**config.mk**
```make
export PLATFORM = sky130hd
export DESIGN_NAME = aiu_unit
export DESIGN_NICKNAME = d
export VERILOG_FILES = /design/src/core/aiu_pkg.sv /design/src/core/aiu_unit.sv
export SDC_FILE = /design/constraint.sdc
export NUM_CORES = 1
export LEC_CHECK = 0
export BUFFER_PORTS_ARGS = -buffer_cell sky130_fd_sc_hd__buf_2
export CORE_MARGIN = 8
export CORE_UTILIZATION = 65
export DETAILED_ROUTE_END_ITERATION = 10
export PLACE_DENSITY_LB_ADDON = 0.05
export SLEW_MARGIN = 15
export SYNTH_ARGS = -nofsm -noshare
export SYNTH_HDL_FRONTEND = slang
export SYNTH_SLANG_ARGS = --single-unit
export TNS_END_PERCENT = 20
```
**constraint.sdc**
```tcl
create_clock -name clock -period 37.4 [get_ports clock]
set_input_delay 0 -clock clock [delete_from_list [all_inputs] [get_ports clock]]
set_output_delay 0 -clock clock [all_outputs]
set_load 0.005 [all_outputs]
```
**src/core/aiu_pkg.sv**
```systemverilog
// constants, types and register map of the arbitrating interrupt unit
// =====================================================================
// How it works
// watchdog flags time-out after 64 idle bit times
// fifo read or receiver write restarts watchdog
// only watchdog enable bits gate watchdog interrupt
// command Ax enters, Cx leaves time-out mode
// in time-out mode each character stops, reloads, restarts timer per tick
// timer expiry sets ready bit three, masked bids
// time-out-on command clears ready, holds timer stopped
// time-out mode ignores start/stop, counts per character
// time-out-off command clears the ready bit
// arbiter always offers highest enabled bid
// fifo bid is level, type code, channel
// fifo-less sources bid with programmable field
// acknowledge latches current highest bid into winner
// host without acknowledge updates then reads winner
// acknowledge refreshes winner and returns its vector
// masked-off source other than watchdog never bids, requests or wins
// status read returns all, optionally ANDed with mask
// fifo bidding starts at a selectable fill level
// bid above threshold, threshold bit0 at bid bit1
// bid bits 3:1 (fifo) or 4:1 (programmed) carry a unique type code
// eleven source kinds including none
// winner value zero means no interrupt active
// capture with nothing above threshold loads zero
// arbitration yields a candidate every two cycles
// winner holds until next acknowledge or update
// request pin low while a bid beats threshold
package aiu_pkg;
  // register byte offsets
  localparam logic [7:0] OFS_CMD = 8'h00;
  localparam logic [7:0] OFS_MASK = 8'h04;
  localparam logic [7:0] OFS_STAT = 8'h08;
  localparam logic [7:0] OFS_ICR = 8'h0c;
  localparam logic [7:0] OFS_MR1 = 8'h10;
  localparam logic [7:0] OFS_MR0 = 8'h14;
  localparam logic [7:0] OFS_WCX = 8'h18;
  localparam logic [7:0] OFS_TIMER_PRESET_UPPER = 8'h1c;
  localparam logic [7:0] OFS_TIMER_PRESET_LOWER = 8'h20;
  localparam logic [7:0] OFS_VEC = 8'h24;
  localparam logic [7:0] OFS_WIN = 8'h28;
  localparam logic [7:0] OFS_PROG0 = 8'h30;
  // command codes, upper nibble of the command byte
  localparam logic [3:0] CMD_CT_START = 4'h8;
  localparam logic [3:0] CMD_CT_STOP = 4'h9;
  localparam logic [3:0] CMD_TO_ON = 4'ha;
  localparam logic [3:0] CMD_UPD_WIN = 4'hb;
  localparam logic [3:0] CMD_TO_OFF = 4'hc;
  // source / status bit positions; fifo-less sources are 3..8
  localparam int NSRC = 9;
  localparam int SRC_RX = 0;
  localparam int SRC_TX = 1;
  localparam int SRC_WD = 2;
  localparam int SRC_CT = 3;
  localparam int NPROG = 6;
  localparam int MR1_MASKED_BIT = 6;
  localparam int ICR_VMOD_BIT = 11;
  // type codes in bid bits 3:1 (fifo) or 4:1 (programmed), ct..addr
  localparam logic [2:0] TY_RX = 3'h1;
  localparam logic [2:0] TY_RX_ERR = 3'h5;
  localparam logic [2:0] TY_WD = 3'h4;
  localparam logic [2:0] TY_TX = 3'h2;
  // nibbles from low: ct 1000, break 1110, loop 1111, cos 0110, xon 0111, addr 1011
  localparam logic [23:0] TY_PROG = 24'hb76fe8;
  localparam logic CHAN = 1'b0;
  // bid start levels: not empty, 50, 75, 100 percent
  localparam logic [31:0] LVL_START = 32'hffc08001;
  // counts and reset values
  localparam logic [5:0] WD_LAST = 6'h3f; // 64 bit times
  localparam logic [11:0] ICR_RST = 12'h7ff;
  localparam logic [7:0] VEC_RST = 8'h0f;
  localparam logic [7:0] PROG_RST = 8'h00;
  typedef enum logic [1:0] {
    AIU_CT_IDLE = 2'b00,
    AIU_CT_HOLD = 2'b01,
    AIU_CT_LOAD = 2'b10,
    AIU_CT_RUN = 2'b11
  } aiu_ct_state_t;
  // single-cycle events from the channel logic
  typedef struct packed {
    logic addr_match;
    logic flow_char;
    logic pin_change;
    logic loop_error;
    logic break_change;
  } aiu_events_t;
  // receive side handshake from the channel logic
  typedef struct packed {
    logic char_write;
    logic fifo_read;
    logic char_error;
    logic [7:0] fill;
  } aiu_rx_t;
endpackage

```
**src/core/aiu_unit.sv**
```systemverilog
// arbitrating interrupt unit with watchdog, time-out timer and apb slave
`timescale 1ns/100ps
module aiu_unit
(
  input wire logic clock,
  input wire logic reset_n,
  input wire logic psel,
  input wire logic penable,
  input wire logic pwrite,
  input wire logic [7:0] paddr,
  input wire logic [31:0] pwdata,
  output logic [31:0] prdata,
  output logic pready,
  output logic pslverr,
  input wire aiu_pkg::aiu_rx_t rx_in,
  input wire logic [7:0] tx_empty,
  input wire aiu_pkg::aiu_events_t events,
  input wire logic bit_tick,
  input wire logic ct_tick,
  input wire logic int_acknowledge_n,
  output logic int_request_n,
  output logic [7:0] ack_vector,
  output logic ack_valid
);
  import aiu_pkg::*;

  // =====================================================
  // registers
  logic [NSRC-1:0] source_mask_reg_r;
  logic [NSRC-1:0] status_ev_r;
  logic [11:0] interrupt_control_reg_r;
  logic [7:0] mode_reg_one_r;
  logic [7:0] mode_reg_zero_r;
  logic [7:0] watchdog_char_flow_enable_reg_r;
  logic [7:0] timer_preset_upper_r;
  logic [7:0] timer_preset_lower_r;
  logic [7:0] vector_r;
  logic [11:0] current_winner_reg_r;
  logic [6:0] prog_r [NPROG];
  logic timeout_mode_r;
  logic [31:0] prdata_r;
  logic pready_r;
  logic pslverr_r;

  // =====================================================
  // apb decode: one wait-free access, answered by pready_r
  wire logic access = psel & penable & pready_r;
  wire logic wr = access & pwrite;
  wire logic cmd_wr = wr & (paddr == OFS_CMD);
  wire logic [3:0] cmd = pwdata[7:4];
  wire logic to_on = cmd_wr & (cmd == CMD_TO_ON);
  wire logic to_off = cmd_wr & (cmd == CMD_TO_OFF);
  wire logic upd_win = cmd_wr & (cmd == CMD_UPD_WIN);
  wire logic ct_start = cmd_wr & (cmd == CMD_CT_START) & ~timeout_mode_r;
  wire logic ct_stop = cmd_wr & (cmd == CMD_CT_STOP) & ~timeout_mode_r;
  wire logic prog_hit = (paddr >= OFS_PROG0) && (paddr < OFS_PROG0 + 8'(4 * NPROG));
  wire logic [2:0] prog_idx = 3'((paddr - OFS_PROG0) >> 2);
  wire logic unmapped = (paddr[1:0] != 2'b00) | ~(prog_hit | (paddr <= OFS_WIN));

  // =====================================================
  // pin input: three flops, change counts when last two agree
  logic [2:0] ack_sync_r;
  logic ack_level_r;
  wire logic ack_edge = (ack_sync_r[2] == ack_sync_r[1]) & ~ack_sync_r[1] & ack_level_r;
  always_ff @(posedge clock)
  begin
    if (!reset_n)
    begin
      ack_sync_r <= 3'h7;
      ack_level_r <= 1'b1;
    end
    else
    begin
      ack_sync_r <= {ack_sync_r[1:0], int_acknowledge_n};
      if (ack_sync_r[2] == ack_sync_r[1])
        ack_level_r <= ack_sync_r[1];
    end
  end

  // =====================================================
  // receiver watchdog: counts bit times while the fifo sits idle
  logic [5:0] wd_cnt_r;
  logic wd_done_r;
  wire logic wd_restart = rx_in.fifo_read | rx_in.char_write;
  wire logic wd_fire = bit_tick & ~wd_done_r & (wd_cnt_r == WD_LAST) & ~wd_restart;
  always_ff @(posedge clock)
  begin
    if (!reset_n)
    begin
      wd_cnt_r <= '0;
      wd_done_r <= 1'b0;
    end
    else if (wd_restart)
    begin
      wd_cnt_r <= '0;
      wd_done_r <= 1'b0;
    end
    else if (bit_tick & ~wd_done_r)
    begin
      wd_cnt_r <= wd_cnt_r + 6'h1;
      wd_done_r <= wd_fire;
    end
  end

  // =====================================================
  // counter/timer: free commands, or paced by received characters
  aiu_ct_state_t ct_state_r;
  aiu_ct_state_t ct_state_nxt;
  logic [15:0] ct_cnt_r;
  wire logic [15:0] preset = {timer_preset_upper_r, timer_preset_lower_r};
  wire logic ct_expire = (ct_state_r == AIU_CT_RUN) & ct_tick & (ct_cnt_r == 16'h0);
  always_comb
  begin
    ct_state_nxt = ct_state_r;
    unique case (ct_state_r)
      AIU_CT_IDLE: if (ct_start) ct_state_nxt = AIU_CT_LOAD;
      AIU_CT_HOLD: if (ct_tick) ct_state_nxt = AIU_CT_LOAD;
      AIU_CT_LOAD: if (ct_tick) ct_state_nxt = AIU_CT_RUN;
      AIU_CT_RUN: if (ct_expire | ct_stop) ct_state_nxt = AIU_CT_IDLE;
    endcase
    // a character restarts the timer only in time-out mode
    if (timeout_mode_r & rx_in.char_write)
      ct_state_nxt = AIU_CT_HOLD;
    if (to_on)
      ct_state_nxt = AIU_CT_IDLE;
  end

  // count down; the reload happens on a start command or on the tick that ends the hold
  always_ff @(posedge clock)
  begin
    if (!reset_n)
    begin
      ct_state_r <= AIU_CT_IDLE;
      ct_cnt_r <= '0;
    end
    else
    begin
      ct_state_r <= ct_state_nxt;
      if ((ct_state_nxt == AIU_CT_LOAD) & (ct_state_r != AIU_CT_LOAD))
        ct_cnt_r <= preset;
      else if ((ct_state_r == AIU_CT_RUN) & ct_tick & (ct_cnt_r != 16'h0))
        ct_cnt_r <= ct_cnt_r - 16'h1;
    end
  end

  // =====================================================
  // status: fifo bits are levels, the others sticky events
  wire logic [1:0] rx_sel = mode_reg_zero_r[1:0];
  wire logic [1:0] tx_sel = mode_reg_zero_r[3:2];
  wire logic rx_bid_level = rx_in.fill >= LVL_START[8*rx_sel +: 8];
  wire logic tx_bid_level = tx_empty >= LVL_START[8*tx_sel +: 8];
  wire logic [NSRC-1:0] ev_set = {events, ct_expire, wd_fire, 2'b00};
  wire logic [NSRC-1:0] ev_clr = (wr & (paddr == OFS_STAT)) ? pwdata[NSRC-1:0] : '0;
  wire logic [NSRC-1:0] status = {status_ev_r[NSRC-1:2], tx_bid_level, rx_bid_level};
  always_ff @(posedge clock)
  begin
    if (!reset_n)
      status_ev_r <= '0;
    else
    begin
      // set wins over a clear in the same cycle
      status_ev_r <= (status_ev_r & ~ev_clr) | ev_set;
      if ((to_on | to_off) & ~ct_expire)
        status_ev_r[SRC_CT] <= 1'b0;
      if (wd_restart & ~wd_fire)
        status_ev_r[SRC_WD] <= 1'b0;
    end
  end

  // =====================================================
  // bids and enables, one entry per source
  logic [11:0] bid [NSRC];
  logic [11:0] best [NSRC+1];
  logic [NSRC-1:0] act;
  assign bid[SRC_RX] = {rx_in.fill, rx_in.char_error ? TY_RX_ERR : TY_RX, CHAN};
  assign bid[SRC_TX] = {tx_empty, TY_TX, CHAN};
  assign bid[SRC_WD] = {rx_in.fill, TY_WD, CHAN};
  assign best[0] = 12'h000;
  genvar gi;
  generate
    for (gi = 0; gi < NSRC; gi++)
    begin : g_src
      if (gi >= SRC_CT)
      begin : g_prog
        assign bid[gi] = {prog_r[gi-SRC_CT], TY_PROG[4*(gi-SRC_CT) +: 4], CHAN};
      end
      if (gi == SRC_WD)
      begin : g_wd
        assign act[gi] = status[gi] & watchdog_char_flow_enable_reg_r[0];
      end
      else
      begin : g_mask
        assign act[gi] = status[gi] & source_mask_reg_r[gi];
      end
      // running maximum over enabled bids
      assign best[gi+1] = (act[gi] && bid[gi] > best[gi]) ? bid[gi] : best[gi];
    end
  endgenerate

  // =====================================================
  // half-rate arbitration: sample on phase 0, publish on phase 1
  logic phase_r;
  logic [11:0] snap_r;
  logic [11:0] cand_r;
  wire logic over = cand_r[11:1] > interrupt_control_reg_r[10:0];
  wire logic capture = ack_edge | upd_win;
  always_ff @(posedge clock)
  begin
    if (!reset_n)
    begin
      phase_r <= 1'b0;
      snap_r <= '0;
      cand_r <= '0;
    end
    else
    begin
      phase_r <= ~phase_r;
      if (!phase_r)
        snap_r <= best[NSRC];
      else
        cand_r <= snap_r;
    end
  end

  // =====================================================
  // winner capture, vector answer and request pin
  wire logic [11:0] win_nxt = over ? cand_r : 12'h000;
  wire logic [7:0] vec_mod = {vector_r[7:4], win_nxt[4:1]};
  wire logic vmod = interrupt_control_reg_r[ICR_VMOD_BIT];
  always_ff @(posedge clock)
  begin
    if (!reset_n)
    begin
      current_winner_reg_r <= '0;
      ack_vector <= '0;
      ack_valid <= 1'b0;
      int_request_n <= 1'b1;
    end
    else
    begin
      if (capture)
        current_winner_reg_r <= win_nxt;
      ack_valid <= ack_edge;
      if (ack_edge)
        ack_vector <= vmod ? vec_mod : vector_r;
      int_request_n <= ~over;
    end
  end

  // =====================================================
  // software registers and mode
  always_ff @(posedge clock)
  begin
    if (!reset_n)
    begin
      source_mask_reg_r <= '0;
      interrupt_control_reg_r <= ICR_RST;
      mode_reg_one_r <= '0;
      mode_reg_zero_r <= '0;
      watchdog_char_flow_enable_reg_r <= '0;
      timer_preset_upper_r <= '0;
      timer_preset_lower_r <= '0;
      vector_r <= VEC_RST;
      timeout_mode_r <= 1'b0;
      for (int i = 0; i < NPROG; i++)
        prog_r[i] <= PROG_RST[6:0];
    end
    else
    begin
      if (to_on)
        timeout_mode_r <= 1'b1;
      else if (to_off)
        timeout_mode_r <= 1'b0;
      if (wr)
      begin
        unique case (paddr)
          OFS_MASK: source_mask_reg_r <= pwdata[NSRC-1:0];
          OFS_ICR: interrupt_control_reg_r <= pwdata[11:0];
          OFS_MR1: mode_reg_one_r <= pwdata[7:0];
          OFS_MR0: mode_reg_zero_r <= pwdata[7:0];
          OFS_WCX: watchdog_char_flow_enable_reg_r <= pwdata[7:0];
          OFS_TIMER_PRESET_UPPER: timer_preset_upper_r <= pwdata[7:0];
          OFS_TIMER_PRESET_LOWER: timer_preset_lower_r <= pwdata[7:0];
          OFS_VEC: vector_r <= pwdata[7:0];
          default:
            if (prog_hit)
              prog_r[prog_idx] <= pwdata[6:0];
        endcase
      end
    end
  end

  // =====================================================
  // read mux; status may be masked on read
  wire logic masked_rd = mode_reg_one_r[MR1_MASKED_BIT];
  wire logic [NSRC-1:0] stat_rd = masked_rd ? (status & source_mask_reg_r) : status;
  logic [31:0] rd_nxt;
  always_comb
  begin
    rd_nxt = 32'h0;
    unique case (paddr)
      OFS_MASK: rd_nxt = {23'h0, source_mask_reg_r};
      OFS_STAT: rd_nxt = {23'h0, stat_rd};
      OFS_ICR: rd_nxt = {20'h0, interrupt_control_reg_r};
      OFS_MR1: rd_nxt = {24'h0, mode_reg_one_r};
      OFS_MR0: rd_nxt = {24'h0, mode_reg_zero_r};
      OFS_WCX: rd_nxt = {24'h0, watchdog_char_flow_enable_reg_r};
      OFS_TIMER_PRESET_UPPER: rd_nxt = {24'h0, timer_preset_upper_r};
      OFS_TIMER_PRESET_LOWER: rd_nxt = {24'h0, timer_preset_lower_r};
      OFS_VEC: rd_nxt = {24'h0, vector_r};
      OFS_WIN: rd_nxt = {20'h0, current_winner_reg_r};
      default: rd_nxt = prog_hit ? {25'h0, prog_r[prog_idx]} : 32'h0;
    endcase
  end

  // answer in the cycle after setup
  always_ff @(posedge clock)
  begin
    if (!reset_n)
    begin
      pready_r <= 1'b0;
      pslverr_r <= 1'b0;
      prdata_r <= '0;
    end
    else
    begin
      pready_r <= psel & ~penable & ~pready_r;
      pslverr_r <= psel & ~penable & unmapped;
      if (psel & ~penable & ~pwrite)
        prdata_r <= unmapped ? 32'h0 : rd_nxt;
    end
  end
  assign prdata = prdata_r;
  assign pready = pready_r;
  assign pslverr = pslverr_r;

  // =====================================================
  // checks
  a_wd_fire_count: assert property (@(posedge clock) disable iff (!reset_n)
    wd_fire |-> wd_cnt_r == 6'h3f && !wd_done_r) else $error("watchdog early");
  a_wd_restart: assert property (@(posedge clock) disable iff (!reset_n)
    wd_restart |=> wd_cnt_r == 6'h0 && !status_ev_r[SRC_WD]) else $error("no wd restart");
  a_to_on_stops: assert property (@(posedge clock) disable iff (!reset_n)
    to_on && !ct_expire |=> ct_state_r == AIU_CT_IDLE && !status_ev_r[SRC_CT]
      && timeout_mode_r) else $error("time-out on wrong");
  a_to_off_clears: assert property (@(posedge clock) disable iff (!reset_n)
    to_off && !ct_expire |=> !status_ev_r[SRC_CT] && !timeout_mode_r)
    else $error("time-out off wrong");
  a_char_reload: assert property (@(posedge clock) disable iff (!reset_n)
    timeout_mode_r && ct_state_r == AIU_CT_HOLD && ct_tick && !rx_in.char_write && !to_on
      |=> ct_state_r == AIU_CT_LOAD && ct_cnt_r == $past(preset))
    else $error("reload missed");
  a_start_ignored: assert property (@(posedge clock) disable iff (!reset_n)
    timeout_mode_r |-> !ct_start && !ct_stop) else $error("start honoured");
  a_expire_sets: assert property (@(posedge clock) disable iff (!reset_n)
    ct_expire |=> status_ev_r[SRC_CT]) else $error("ready not set");
  a_mask_gate: assert property (@(posedge clock) disable iff (!reset_n)
    (act & ~source_mask_reg_r & ~(9'h1 << SRC_WD)) == '0) else $error("unmasked bid");
  a_cand_rate: assert property (@(posedge clock) disable iff (!reset_n)
    !phase_r |=> $stable(cand_r)) else $error("candidate off phase");
  a_cand_pipe: assert property (@(posedge clock) disable iff (!reset_n)
    !phase_r ##1 1 |=> cand_r == $past(best[NSRC], 2)) else $error("bad candidate");
  a_capture_val: assert property (@(posedge clock) disable iff (!reset_n)
    capture |=> current_winner_reg_r == ($past(over) ? $past(cand_r) : 12'h000))
    else $error("wrong winner");
  a_winner_hold: assert property (@(posedge clock) disable iff (!reset_n)
    !capture |=> $stable(current_winner_reg_r)) else $error("winner moved");
  a_irq_follow: assert property (@(posedge clock) disable iff (!reset_n)
    ##1 int_request_n == !$past(cand_r[11:1] > interrupt_control_reg_r[10:0]))
    else $error("request wrong");
  c_ack_win: cover property (@(posedge clock) disable iff (!reset_n) ack_edge && over);
  c_upd_zero: cover property (@(posedge clock) disable iff (!reset_n) upd_win && !over);
  c_ct_timeout: cover property (@(posedge clock) disable iff (!reset_n)
    timeout_mode_r && ct_expire);
  c_wd_fire: cover property (@(posedge clock) disable iff (!reset_n) wd_fire);
endmodule

```
; After elaboration in Yosys (flattened, before gate mapping)
; Memory sizes are Yosys's and may differ from the RTL's.
; Index checks and enable logic that the tools add are counted.
[word_totals]
word_cells = 198
in_bits = 72
reg_bits = 189
output_inout_bits = 44
memories = 1
mem_bits_rw = 42
[classes]
order_cmp = 15
reduce_logical = 30
n_eq_ne = 22
n_shift = 2
addsub = 3
n_mux = 37
bitwise = 60
[memory_table]
columns = name, words, width, rd, rd_ports_with_merged_regs, wr, line
row1 = prog_r, 6, 7, 7, 0, 6, aiu_unit.sv:39  ; logic [6:0] prog_r [NPROG];
[op_table]
columns = cell, n
row1 = $mux W12, 10
row2 = $pmux W12 S10, 1
row3 = $gt A12 B12 Y1, 8
row4 = $shiftx A32 B6 Y8 const A, 2
row5 = $and A1 B1 Y1, 37
row6 = $eq A8 B5 Y1 const B, 4
row7 = $mux W16, 2
row8 = $mux W32, 1
row9 = $eq A8 B6 Y1 const B, 3
row10 = $eq A4 B4 Y1 const B, 5
row11 = $and A9 B9 Y9, 2
row12 = $mux W9, 2
row13 = $eq A8 B4 Y1 const B, 2
row14 = $ge A8 B8 Y1, 2
row15 = $logic_not A16 Y1, 1
row16 = $reduce_and A2 Y1, 8
row17 = $reduce_bool A16 Y1, 1
row18 = $sub A16 B1 Y16 const B, 1
row19 = $mux W7, 2
row20 = $not A1 Y1, 13
row21 = $gt A12 B1 Y1 const B, 1
row22 = $mux W2, 6
row23 = $gt A11 B11 Y1, 1
row24 = $logic_and A1 B1 Y1, 10
row25 = 24 further kinds, 44

; Logic depth before layout (Yosys ltp)
[logic_depth]
ltp_word = 29
ltp_mapped = 87
ltp_nobuf = 83

; Worst setup path before layout
; No wires, ideal clock.
[synth_timing]
kind = reg-to-reg
startpoint = register mode_reg_zero_r[0]
endpoint = register snap_r[7]
stages_incl_launch_ff = 81
setup_time_ns = 0.086
required_time_ns = 37.314
arrival_time_ns = 15.196
synth_period_minus_slack_ns = 15.283
path_buffers = 4
slack_ns = 22.117
path_cell_list = dfxtp_1 ha_1 inv_1 ha_1 o21ai_1 a211o_1 o21bai_2 and2_0 nand2_1 ha_1 nand4_1 or2_2 o31a_1 nor2_1 clkbuf_1 nor2_1 a21oi_1 ha_1 (+45 left out) nor2_1 a21oi_1 a21o_1 o32ai_4 mux2_2 ha_1 a21o_1 a21o_1 a21oi_1 nor2b_1 o21ai_0 nand2b_1 a21oi_1 o21ai_0 and3_1 o31a_1 and2_1 a221oi_2
[synth_between]
elab_chain_cells = 29
[synth_lines]
columns = item, line
row1 = "start, declared", aiu_unit.sv:33  ; logic [7:0] mode_reg_zero_r;
row2 = "start signal, assigned", aiu_unit.sv:280  ; OFS_MR0: mode_reg_zero_r <= pwdata[7:0];
row3 = $shiftx A32 B6 Y8 *, aiu_unit.sv:150  ; wire logic rx_bid_level = rx_in.fill >= LVL_START[8*rx_sel +: 8];
row4 = $ge A8 B8 Y1 *, aiu_unit.sv:150
row5 = $and A1 B1 Y1 *, aiu_unit.sv:193  ; assign act[gi] = status[gi] & source_mask_reg_r[gi];
row6 = $logic_and A1 B1 Y1 *, aiu_unit.sv:196  ; assign best[gi+1] = (act[gi] && bid[gi] > best[gi]) ? bid[gi] : best[gi];
row7 = $mux W12 *, aiu_unit.sv:196
row8 = $gt A12 B12 Y1, aiu_unit.sv:196
row9 = $logic_and A1 B1 Y1, aiu_unit.sv:196
row10 = $mux W12 *, aiu_unit.sv:196
row11 = (+13 left out), n/a
row12 = $logic_and A1 B1 Y1, aiu_unit.sv:196
row13 = $mux W12 *, aiu_unit.sv:196
row14 = $gt A12 B12 Y1, aiu_unit.sv:196
row15 = $logic_and A1 B1 Y1, aiu_unit.sv:196
row16 = $mux W12 *, aiu_unit.sv:196
row17 = $gt A12 B12 Y1, aiu_unit.sv:196
row18 = $logic_and A1 B1 Y1, aiu_unit.sv:196
row19 = $mux W12 *, aiu_unit.sv:196
row20 = "end signal, assigned", aiu_unit.sv:219  ; snap_r <= best[NSRC];
row21 = "end, declared", aiu_unit.sv:203  ; logic [11:0] snap_r;
; Mark *: on every way between the ends. The rest lies on a longest branch, timed or not.
; A chain may end at the register's enable or synchronous reset.

; Worst setup path after layout
[layout_timing]
startpoint = register mode_reg_zero_r[0]
endpoint = register snap_r[9]
; Same word-level chain as after synthesis.

==> impl_metrics.csv <==
group,metric,value,unit
place,place.gp.congestion,0.940,
global_routing,grt_start_max_net_pins,75,
synthesis,synth-seq-cells,220,
sta,fmax,53.5,MHz
worst_setup_path,crit_family,"compound AO/OA/AOI/OAI gates",
drt,vias,12000,
clocking,cts_hold_buf,26,
synthesis,synth_flop_cell,"dfxtp_1",
finish,multiInputGateArea,7620,µm²
clocking,postCtsSetupBuffers,0,
floorplan,die_w,158,µm
synthesis,netlist_instances,1514,
sta,post-route-period-util,49.9,%
worst_setup_path,startpoint_type,"flop",
worst_setup_path,arrival,19100,ps
sta,fin_skew,12.0,ps
clocking,clock-sinks,220,
finish,fin_util,73.5,%
sta,rsz0062_at_grt,"no",
pwr,internal_power,0.000411,W
drt,route.detailed.drc,0,
worst_setup_path,cp-end-kind,"flop",
synthesis,yosys.cell_types.count,98,
sta,setup_tns,0,ps
finish,final_nets,1739,
clocking,cts_made_buffers,24,
global_routing,groute.usage.overall,30.4,%
synthesis,syn_area,13100,µm²
run_status,outcome,"completed",
finish,drive_gt1_share,12.1,%
drt,route.antenna.remaining_nets,0,
global_routing,grt_antenna_before_repair,1,
drt,viasPerCell,6.40,
worst_setup_path,crit_path_top_delay_cell,"a21oi_2",
clocking,cts_root_buffer,"clkbuf_16",
clocking,clk_path_buf_depth,3,
global_routing,grt_pass1_vias,11100,
global_routing,grt.overflow.total,0,
pwr,p_clk_share,45.7,%
sta,post-route-min-period,18680,ps
synthesis,async_flop_share,0,%
drt,wirelength,38900,µm
worst_setup_path,slowest_delay,580,ps
place,dp_hpwl,27600,µm
clocking,cts_tree,"built",
sta,hold_viol,0,
pwr,p_sw,0.000123,W
clocking,clkTransAtPathRegs,60,ps
sta,maxSlewHeadroom,21.2,%
sta,tightestPinTransition,1180,ps
floorplan,io_pins,116,
synthesis,syn_avg_cell_area,8.68,µm²
clocking,postCtsResizedCells,0,
pwr,cellPowerDensity,36.2,nW/µm²
worst_hold_path,min_path_type,"input port to flop",
drt,dr.pass1.iters,8,
pwr,pwr-share-seq,47.1,%
worst_setup_path,critPathMostFrequentCell,"ha_1",
synthesis,ys_seq_area_share,37.8,%
floorplan,rows,52,
worst_setup_path,worstSetupPathType,"flop to flop",
finish,nFillCells,1572,
finish,regArea,4960,µm²
drt,drtIter0Drc,1350,
pwr,finalPower,0.000533,W
floorplan,fp.dieH,158,µm
synthesis,ys_warn_count,0,
place,numPortBuffers,75,
sta,finalSetupViolations,0,
worst_setup_path,critPathRequiredTime,37830,ps
finish,area_growth,12.1,%
floorplan,start_util,65.6,%
clocking,htreeDepth,1,
pwr,p_comb_share,7.2,%
floorplan,die_area,25000,µm²
drt,detail_route.wl_per_cell,20.7,µm
global_routing,grt_pass1_wl,59900,µm
flow_run,max-cap-violations,0,
floorplan,core,20000,µm²
worst_setup_path,critPathBufInv,4,
synthesis,synth_edf_count,56,
pwr,switching_share,23.0,%
sta,finalMaxSlewViolations,0,
pwr,vdd_drop_max,42.3,µV
worst_setup_path,cp_max_fo,20,
pwr,power.leakage,5.80,nW
clocking,clkLatencyLatePin,520,ps
## cell usage in the layout, fill, tap and decap left out, drive strengths merged, types with 56 or more instances in the layout
master / n
buf: 87
edfxtp: 56
nand3: 66
dfxtp: 164
o21ai: 61
ha: 77
nand2: 187
inv: 68
a21oi: 135
nor2: 142
## power groups by stage
stage,combinational [W],sequential (W),clock [W]
after floorplan,0.0000249,0.000254,0
after global placement,0.0000342,0.000256,0
after detailed placement,0.0000350,0.000256,0
after CTS,0.0000373,0.000251,0.000245
after global routing,0.0000412,0.000251,0.000255
final,0.0000383,0.000251,0.000244
## cells in the mapped netlist, types with 6 or more instances
cell type	n	area share (%)
nand3b_1	6	0.34
a21o_1	7	0.40
nor2b_1	14	0.67
mux2i_1	43	3.3
nor4_1	8	0.38
a211oi_1	6	0.34
nor3_1	31	1.2
and3_1	9	0.43
o211ai_1	22	1.3
inv_1	67	1.9
and2_1	46	2.2
a21oi_1	130	4.9
a22oi_1	24	1.4
xnor2_1	11	0.73
maj3_1	6	0.46
or2_2	6	0.29
a31oi_1	8	0.38
edfxtp_1	56	13
or3_1	11	0.52
clkbuf_1	64	1.8
ha_1	77	7.3
nor2_1	141	4.0
nand2_1	186	5.3
buf_4	20	1.1
xor2_1	12	0.80
o21a_1	11	0.63
a211o_1	7	0.47
nand2b_1	20	0.95
mux4_2	14	2.4
a221oi_1	8	0.53
a222oi_1	10	0.76
nand3_1	65	2.5
a32oi_1	6	0.40
dfxtp_1	164	25
mux2_2	7	0.60
buf_1	7	0.20
o21ai_0	55	2.1
and4_1	6	0.40
nand4_1	22	1.0
## tightest hold or removal path, stage by stage
cell and delay, ps:
buf_2 100, buf_4 280, nand2_1 120
## per-stage QoR
| step | cell area [µm²] | worst slack (ps) | hold slack [ps] | std cells |
|---|---|---|---|---|
| floorplan | 13300 | 22120 | 101 | 1547 |
| finish | 14700 | 18720 | 19.8 | 1878 |
| global route | 14700 | 17870 | 26.6 | 1878 |
| detailed placement | 13600 | 19170 | 189 | 1808 |
| global placement | 13600 | 19420 | 186 | 1808 |
| CTS | 14700 | 19110 | 3.64 | 1877 |
## layer usage
layer	part of all wire [%]	GRT usage [%]	up-vias
met2	45	48.1	654
met3	9.5	4.37	123
met4	4.6	13.6	0
li1	-	-	5575
met5	0	0	-
met1	41	40.7	5667
## logic make-up after synthesis
group                    share of synthesized area, %
flip-flops                                       37.8
other                                          0.0285
multiplexers                                     6.79
adder cells (fa/ha/maj)                          7.79
XOR/XNOR                                         1.53
buffers and inverters                            5.40
AND/OR/NAND/NOR                                  21.4
AO/OA/AOI/OAI                                    19.3
## registers in the layout (all words and copies together) (netlist names), 9 cells and up
signal                   count
snap_r                      11
prog_r                      56
source_mask_reg_r            9
cand_r                      11
prdata                      12
ct_cnt_r                    16
interrupt_control_reg_r     12
current_winner_reg_r        11
## final timing paths
check | start | endpoint | slack, ps | cells after the start
hold reg to reg | ack_sync_r[1] | ack_sync_r[2] | 450 | 2
setup reg to reg | mode_reg_zero_r[0] | snap_r[9] | 18720 | 77
hold / removal | reset_n | int_request_n | 20 | 3
setup / recovery | mode_reg_zero_r[0] | snap_r[9] | 18720 | 77
## final cells by class
type	count	share of cell area, %
clock buffers	38	5.28
clock inverters	5	0.348
inverters	68	1.74
well taps	270	2.29
repair buffers	113	4.93
diodes	1	0.0170
multi-input cells	1163	51.7
flip-flops and latches	220	33.7
Power figures use the tool's default switching activity.
